## src/system_tick_pkg.sv

```systemverilog
package system_tick_pkg;

  // ==========================================================
  // widths
  localparam int CNT_W  = 24;
  localparam int DATA_W = 32;
  localparam int ADDR_W = 16;

  // ==========================================================
  // register offsets above the private peripheral base
  localparam logic [ADDR_W-1:0] OFS_TICK_CONTROL_STATUS = 16'hE010;
  localparam logic [ADDR_W-1:0] OFS_TICK_RELOAD_VALUE   = 16'hE014;
  localparam logic [ADDR_W-1:0] OFS_TICK_CURRENT_VALUE  = 16'hE018;
  localparam logic [ADDR_W-1:0] OFS_TICK_CALIBRATION    = 16'hE01C;

  // ==========================================================
  // field positions
  localparam int BIT_COUNTER_ENABLE        = 0;
  localparam int BIT_WRAP_INTERRUPT_ENABLE = 1;
  localparam int BIT_CLOCK_SOURCE_SELECT   = 2;
  localparam int BIT_WRAP_FLAG             = 16;
  localparam int BIT_CALIB_SKEW            = 30;
  localparam int BIT_NO_REFERENCE_CLOCK    = 31;

  // ==========================================================
  // reset and fixed values
  localparam logic              CTRL_RESET = 1'b0;
  localparam logic [CNT_W-1:0]  COUNT_ZERO = 24'h000000;
  localparam logic [CNT_W-1:0]  COUNT_ONE  = 24'h000001;
  localparam logic [DATA_W-1:0] WORD_ZERO  = 32'h00000000;

endpackage

```

## src/tick_count_if.sv

```systemverilog
`timescale 1ns/1ps
// ==========================================================
// link between register file and counter core
interface tick_count_if;
  import system_tick_pkg::*;
  logic             tick;
  logic             clear;
  logic [CNT_W-1:0] reload;
  logic [CNT_W-1:0] value;
  logic             reached_zero;

  modport core (input tick, input clear, input reload, output value, output reached_zero);
  modport ctrl (output tick, output clear, output reload, input value, input reached_zero);
endinterface

```

## src/system_tick_timer.sv

```systemverilog
`timescale 1ns/1ps
// How it works
// - wrap flag reads 1 after reaching zero
// - reading control/status clears the wrap flag
// - bit 2 picks reference or processor clock
// - no reference clock forces source bit one
// - interrupt enable gates the tick exception request
// - enable bit gates all counting
// - reload value loads on the tick after the counter reaches zero
// - events only on one-to-zero step
// - period equals reload plus one ticks
// - reload and current reset to zero until programmed
// - current reads live; any write clears
// - current write also clears wrap flag
// - calibration bit 31 reports no reference
// - calibration bit 30 reports inexact count
// - calibration low bits give ten-ms count
// - registers at 0xE010 through 0xE01C
// - reference is one-microsecond count enable pulse
module system_tick_timer #(
  parameter logic                              NO_REFERENCE_CLOCK    = 1'b0,
  parameter logic                              CALIB_SKEW            = 1'b0,
  parameter logic [system_tick_pkg::CNT_W-1:0] TEN_MILLISECOND_COUNT = 24'h000000
) (
  // clock and reset
  input  wire logic                                i_clk_sys,
  input  wire logic                                i_rst,
  // register port, word accesses only
  input  wire logic                                i_reg_read,
  input  wire logic                                i_reg_write,
  input  wire logic [system_tick_pkg::ADDR_W-1:0]  i_reg_addr,
  input  wire logic [system_tick_pkg::DATA_W-1:0]  i_reg_wdata,
  output logic      [system_tick_pkg::DATA_W-1:0]  o_reg_rdata,
  output logic                                     o_reg_ack,
  // one microsecond reference pulse from the watchdog
  input  wire logic                                i_reference_tick,
  // exception request to the interrupt controller
  output logic                                     o_tick_exception_request
);
  import system_tick_pkg::*;

  // ==========================================================
  // state
  logic             counter_enable;
  logic             wrap_interrupt_enable;
  logic             clock_source_select;
  logic             wrap_flag;
  logic [CNT_W-1:0] reload_value;
  logic             ref_pulse;

  logic             next_counter_enable;
  logic             next_wrap_interrupt_enable;
  logic             next_clock_source_select;
  logic             next_wrap_flag;
  logic [CNT_W-1:0] next_reload_value;
  logic [DATA_W-1:0] next_rdata;
  logic             next_ack;
  logic             next_exception;

  logic             source_effective;
  logic             wr_csr, rd_csr, wr_rvr, wr_cvr;

  tick_count_if cnt_if ();

  // ==========================================================
  // submodules
  tick_ref_sync u_ref_sync (
    .i_clk_sys        (i_clk_sys),
    .i_rst            (i_rst),
    .i_reference_tick (i_reference_tick),
    .o_ref_pulse      (ref_pulse)
  );

  tick_down_counter u_counter (
    .i_clk_sys (i_clk_sys),
    .i_rst     (i_rst),
    .cnt       (cnt_if.core)
  );

  // ==========================================================
  // address decode, a write wins if both strobes come together
  always_comb begin
    wr_csr = i_reg_write && (i_reg_addr == OFS_TICK_CONTROL_STATUS);
    wr_rvr = i_reg_write && (i_reg_addr == OFS_TICK_RELOAD_VALUE);
    wr_cvr = i_reg_write && (i_reg_addr == OFS_TICK_CURRENT_VALUE);
    rd_csr = i_reg_read && !i_reg_write && (i_reg_addr == OFS_TICK_CONTROL_STATUS);
  end

  // ==========================================================
  // clock source and count enable
  always_comb begin
    source_effective = clock_source_select | NO_REFERENCE_CLOCK;
    // reference is a count enable, not a clock of its own
    cnt_if.tick   = counter_enable & (source_effective | ref_pulse);
    cnt_if.clear  = wr_cvr;
    cnt_if.reload = reload_value;
  end

  // ==========================================================
  // control and flag registers
  always_comb begin
    next_counter_enable        = counter_enable;
    next_wrap_interrupt_enable = wrap_interrupt_enable;
    next_clock_source_select   = clock_source_select;
    next_reload_value          = reload_value;
    next_wrap_flag             = wrap_flag;
    if (wr_csr) begin
      next_counter_enable        = i_reg_wdata[BIT_COUNTER_ENABLE];
      next_wrap_interrupt_enable = i_reg_wdata[BIT_WRAP_INTERRUPT_ENABLE];
      next_clock_source_select   = i_reg_wdata[BIT_CLOCK_SOURCE_SELECT];
    end
    if (wr_rvr) begin
      next_reload_value = i_reg_wdata[CNT_W-1:0];
    end
    if (rd_csr) begin
      next_wrap_flag = CTRL_RESET;
    end
    if (wr_cvr) begin
      next_wrap_flag = CTRL_RESET;
    end
    // a wrap in the clearing cycle is not lost
    if (cnt_if.reached_zero) begin
      next_wrap_flag = 1'b1;
    end
  end

  // ==========================================================
  // read data, exception request and acknowledge
  always_comb begin
    next_rdata = WORD_ZERO;
    if (i_reg_read && !i_reg_write) begin
      unique case (i_reg_addr)
        OFS_TICK_CONTROL_STATUS: begin
          next_rdata[BIT_COUNTER_ENABLE]        = counter_enable;
          next_rdata[BIT_WRAP_INTERRUPT_ENABLE] = wrap_interrupt_enable;
          next_rdata[BIT_CLOCK_SOURCE_SELECT]   = source_effective;
          next_rdata[BIT_WRAP_FLAG]             = wrap_flag;
        end
        OFS_TICK_RELOAD_VALUE: begin
          next_rdata[CNT_W-1:0] = reload_value;
        end
        OFS_TICK_CURRENT_VALUE: begin
          next_rdata[CNT_W-1:0] = cnt_if.value;
        end
        OFS_TICK_CALIBRATION: begin
          next_rdata[BIT_NO_REFERENCE_CLOCK] = NO_REFERENCE_CLOCK;
          next_rdata[BIT_CALIB_SKEW]         = CALIB_SKEW;
          next_rdata[CNT_W-1:0]              = TEN_MILLISECOND_COUNT;
        end
        default: begin
          next_rdata = WORD_ZERO;
        end
      endcase
    end
    next_ack       = i_reg_read | i_reg_write;
    next_exception = cnt_if.reached_zero & wrap_interrupt_enable;
  end

  // ==========================================================
  // registers; reload only resets for a defined simulation start
  always_ff @(posedge i_clk_sys) begin
    if (i_rst) begin
      counter_enable           <= CTRL_RESET;
      wrap_interrupt_enable    <= CTRL_RESET;
      clock_source_select      <= CTRL_RESET;
      wrap_flag                <= CTRL_RESET;
      reload_value             <= COUNT_ZERO;
      o_reg_rdata              <= WORD_ZERO;
      o_reg_ack                <= CTRL_RESET;
      o_tick_exception_request <= CTRL_RESET;
    end else begin
      counter_enable           <= next_counter_enable;
      wrap_interrupt_enable    <= next_wrap_interrupt_enable;
      clock_source_select      <= next_clock_source_select;
      wrap_flag                <= next_wrap_flag;
      reload_value             <= next_reload_value;
      o_reg_rdata              <= next_rdata;
      o_reg_ack                <= next_ack;
      o_tick_exception_request <= next_exception;
    end
  end
endmodule

```

## src/tick_down_counter.sv

```systemverilog
`timescale 1ns/1ps
// ==========================================================
// 24-bit down counter with reload at zero
module tick_down_counter (
  // clock and reset
  input  wire logic  i_clk_sys,
  input  wire logic  i_rst,
  // counter link
  tick_count_if.core cnt
);
  import system_tick_pkg::*;

  logic [CNT_W-1:0] next_value;
  logic             next_reached_zero;

  always_comb begin
    next_value        = cnt.value;
    next_reached_zero = CTRL_RESET;
    if (cnt.clear) begin
      next_value = COUNT_ZERO;
    end else if (cnt.tick) begin
      if (cnt.value == COUNT_ZERO) begin
        next_value = cnt.reload;
      end else begin
        next_value        = cnt.value - COUNT_ONE;
        next_reached_zero = (cnt.value == COUNT_ONE);
      end
    end
  end

  // reset to zero only for determinism, software still programs both
  always_ff @(posedge i_clk_sys) begin
    if (i_rst) begin
      cnt.value        <= COUNT_ZERO;
      cnt.reached_zero <= CTRL_RESET;
    end else begin
      cnt.value        <= next_value;
      cnt.reached_zero <= next_reached_zero;
    end
  end
endmodule

```

## src/tick_ref_sync.sv

```systemverilog
`timescale 1ns/1ps
// ==========================================================
// reference tick synchroniser and rising edge pulse
module tick_ref_sync (
  // clock and reset
  input  wire logic i_clk_sys,
  input  wire logic i_rst,
  // reference tick from the watchdog
  input  wire logic i_reference_tick,
  // one cycle count enable
  output logic      o_ref_pulse
);
  import system_tick_pkg::*;

  logic sync_first, sync_second, sync_prev;
  logic next_first, next_second, next_prev, next_pulse;

  // first stage feeds only the second stage
  always_comb begin
    next_first  = i_reference_tick;
    next_second = sync_first;
    next_prev   = sync_second;
    next_pulse  = sync_second & ~sync_prev;
  end

  always_ff @(posedge i_clk_sys) begin
    if (i_rst) begin
      sync_first  <= CTRL_RESET;
      sync_second <= CTRL_RESET;
      sync_prev   <= CTRL_RESET;
      o_ref_pulse <= CTRL_RESET;
    end else begin
      sync_first  <= next_first;
      sync_second <= next_second;
      sync_prev   <= next_prev;
      o_ref_pulse <= next_pulse;
    end
  end
endmodule
```

## config.mk

```make
export PLATFORM = sky130hd
export DESIGN_NAME = system_tick_timer
export DESIGN_NICKNAME = d
export VERILOG_FILES = /design/src/system_tick_pkg.sv /design/src/tick_count_if.sv /design/src/system_tick_timer.sv /design/src/tick_down_counter.sv /design/src/tick_ref_sync.sv
export SDC_FILE = /design/constraint.sdc
export NUM_CORES = 1
export LEC_CHECK = 0
export CORE_MARGIN = 3
export CORE_UTILIZATION = 55
export CTS_CLUSTER_SIZE = 20
export DETAILED_ROUTE_END_ITERATION = 8
export DONT_BUFFER_PORTS = 1
export GPL_TIMING_DRIVEN = 0
export PLACE_DENSITY = 0.75
export SETUP_SLACK_MARGIN = 0.05
export SYNTH_ARGS = -nofsm -noshare
export SYNTH_HDL_FRONTEND = slang
export SYNTH_SLANG_ARGS = --single-unit
```

## constraint.sdc

```tcl
create_clock -name i_clk_sys -period 2.5 [get_ports i_clk_sys]
set_input_delay 0 -clock i_clk_sys [delete_from_list [all_inputs] [get_ports i_clk_sys]]
set_output_delay 0 -clock i_clk_sys [all_outputs]
set_load 0.005 [all_outputs]
```

==> impl_metrics.csv <==
group,metric,value,unit
cts,cts_max_path_buffers,2,
final_layout,nFillCells,554,
floorplanning,core,6568,um^2
min_path,min_path_type,"input port to register",
routing,dr.pass1.iters,5,
flow_run,max_cap_viol_count,0,
sta,min_period_over_period,95.43,%
synth,synth_edf_count,0,
final_layout,diodes,0,
synth,synth_seq_cells,83,
final_layout,layout-drive-gt1-share,10.37,%
sta,slew_headroom,29.34,%
floorplanning,dieHeight,89.74,um
critical_path,worstSetupPathType,"register to register",
routing,ant_nets,0,
grt,grt-ovfl-total,0,
critical_path,worstSetupEndpointType,"register",
routing,viasPerCell,6.159,
cts,htree_levels,3,
cts,cts_buffers,9,
final_layout,final_nets,562,
floorplanning,initial_core_util,58.72,%
sta,fmax,0.4192,GHz
cts,numClockSinks,83,
grt,grt_max_degree,14,
synth,synthFlopType,"dfxtp_1",
sta,hold_violations,0,
floorplanning,row_count,29,
sta,report.final.slew_viol_count,0,
critical_path,critPathArrivalTime,2.63,ns
synth,yosysWarningCount,0,
synth,async_flop_share,0,%
cts,cts_tree,"done",
floorplanning,dieArea,8052,um^2
sta,worstMarginPinSlew,1.046,ns
sta,setup_viol,0,
grt,grt_pass1_wl,17.60,mm
grt,grt_pass1_vias,3504,
critical_path,required,2.75,ns
floorplanning,fp.dieW,89.74,um
sta,period_needed,2.386,ns
place,finalWeightedCongestion,0.9564,
sta,fin_skew,0.003670,ns
final_layout,synthToLayoutAreaGrowth,17.85,%
grt,antenna_found_initial,0,
critical_path,cp_max_fo,10,
floorplanning,ios,87,
synth,avgSynthCellArea,8.475,um^2
cts,cts-root-buf,"clkbuf_8",
critical_path,startpoint_type,"register",
power,ir_drop,442.0,uV
routing,wl_per_cell,18.39,um
place,dp_hpwl,7.617,mm
routing,drcViolationCount,0,
routing,num_vias,3720,
routing,first_iter_violations,381,
power,finalPower,2.454,mW
synth,synth.cell_area,3856,um^2
cts,clk_latency,0.35,ns
cts,clk_pin_slew,0.08,ns
sta,finalSetupTns,0,ns
routing,finalWirelength,11.11,mm
grt,grtUsageTotal,27.07,%
place,port_buffers,0,
synth,syn_inst,455,
synth,yosysSeqAreaShare,43.09,%
power,power_density,540.0,nW/um^2
synth,netlist-cell-type-count,61,
status,run_status,"finished clean",
sta,rsz0062_at_grt,"no",
power,p_leak,1.617,nW
-- cell type report --
cell class | count | area [um^2] | area share [%]
Clock inverter | 5 | 77.57 | 1.707
Timing Repair Buffer | 33 | 325.3 | 7.159
Multi-Input combinational cell | 328 | 1968 | 43.31
Inverter | 8 | 30.03 | 0.6608
Buffer | 43 | 234.0 | 5.149
Sequential cell | 83 | 1662 | 36.56
Tap cell | 93 | 116.4 | 2.561
Clock buffer | 11 | 131.4 | 2.891
-- cell families (layout without fill, tap and decap cells) --
kind of cell,Yosys count,count (layout),share of synthesized area [%]
buffers and inverters,51,100,6.814
AND/OR/NAND/NOR,196,196,27.06
other,1,8,0.09725
adder cells (fa/ha/maj),3,3,0.9735
multiplexers,6,6,1.622
AO/OA/AOI/OAI,115,115,20.34
flip-flops,83,83,43.09
-- through the flow --
step	utilization (%)	std cells	hold WS, ns	setup slack [ns]	area (um^2)
after floorplan	-	462	0.1158	0.3705	3882
after global placement	60.89	555	0.1350	0.04940	3999
after detailed placement	60.89	555	0.1359	0.03022	3999
after CTS	68.91	603	0.01694	0.06574	4526
after global routing	69.19	604	0.04209	0.05174	4544
final	69.19	604	0.03010	0.1143	4544
-- registers in the layout, indices dropped and copies added (netlist names) --
register                    flops
cnt_if.reload                  24
u_ref_sync.next_second          1
u_ref_sync.next_prev            1
u_ref_sync.o_ref_pulse          1
clock_source_select             1
u_counter.cnt.value            24
wrap_interrupt_enable           1
counter_enable                  1
o_reg_ack                       1
u_ref_sync.sync_prev            1
wrap_flag                       1
o_reg_rdata                    24
o_tick_exception_request        1
u_counter.cnt.reached_zero      1
-- routing by layer --
layer | track usage [%] | share of wire, % | vias to the layer above
met2 | 44.24 | 47 | 205
li1 | - | - | 1753
met3 | 8.347 | 9.8 | 24
met4 | 9.195 | 2.0 | 0
met1 | 34.05 | 41 | 1738
met5 | 0 | 0 | -
-- power breakdown --
group / internal [mW] / leakage (nW) / switching [mW] / total, mW
registers: 1.32 / 0.669 / 0.00101 / 1.32
logic: 0.0510 / 0.844 / 0.0420 / 0.0930
clock network: 0.560 / 0.103 / 0.476 / 1.04
total: 1.93 / 1.62 / 0.519 / 2.45
-- cells in the mapped netlist, types with 4 or more instances --
cell type / count / area share, %
a211oi_1: 5 / 0.97
a21oi_1: 34 / 4.4
a222oi_1: 4 / 1.0
a22oi_1: 23 / 4.5
a31oi_1: 8 / 1.3
a32o_1: 5 / 1.3
buf_2: 6 / 0.78
buf_4: 9 / 1.8
buf_6: 4 / 1.2
clkbuf_1: 24 / 2.3
dfxtp_1: 83 / 43
inv_1: 8 / 0.78
mux2i_1: 4 / 1.0
nand2_1: 67 / 6.5
nand3_1: 13 / 1.7
nand4_1: 8 / 1.3
nor2_1: 40 / 3.9
nor2b_1: 9 / 1.5
nor3_1: 15 / 1.9
nor4_1: 4 / 0.65
nor4b_1: 4 / 0.91
o21ai_0: 14 / 1.8
or3_1: 7 / 1.1
-- path summary, 6_finish.rpt --
kind                                 from                     end  slack, ns  depth (start not counted)
hold / removal                 i_reg_read         o_reg_rdata[16]       0.03                          3
setup reg to reg  u_counter.cnt.value[12]  u_counter.cnt.value[9]       0.11                          8
hold reg to reg      u_ref_sync.sync_prev  u_ref_sync.o_ref_pulse       0.39                          1
setup / recovery  u_counter.cnt.value[12]  u_counter.cnt.value[9]       0.11                          8
-- worst max-delay path: stages (launching register included) --
cell	delay, ns
dfxtp_1	0.33
buf_6	0.14
nor4_4	0.36
and4_1	0.23
buf_2	0.21
and4_1	0.27
buf_2	0.29
o21ai_0	0.16
a32o_1	0.30
-- layout by cell type, fill, tap and decap left out, types with 4 or more instances in the layout --
master and n:
nand3_1 13, a32o_1 5, nor4b_1 4, conb_1 8, nand2_1 67, dlygate4sd3_1 31
mux2i_1 4, buf_4 11, buf_2 6, clkbuf_8 9, nor2_1 40, a211oi_1 5
inv_1 8, nand4_1 8, dfxtp_1 83, nor3_1 13, clkbuf_1 25, o21ai_0 14
nor4_1 4, or3_1 7, nor2b_1 9, a22oi_1 23, buf_6 4, a31oi_1 8
a21oi_1 34, a222oi_1 4
-- timing repair --
action,CTS,global route
endpoints found under the hold margin,34,0
cloned,0,0
endpoints found under the setup margin,1,17
setup buffers,1,1
hold buffers,31,0
pin swaps,1,0
gates resized for setup,0,4
(Power assumes the default switching activity.)
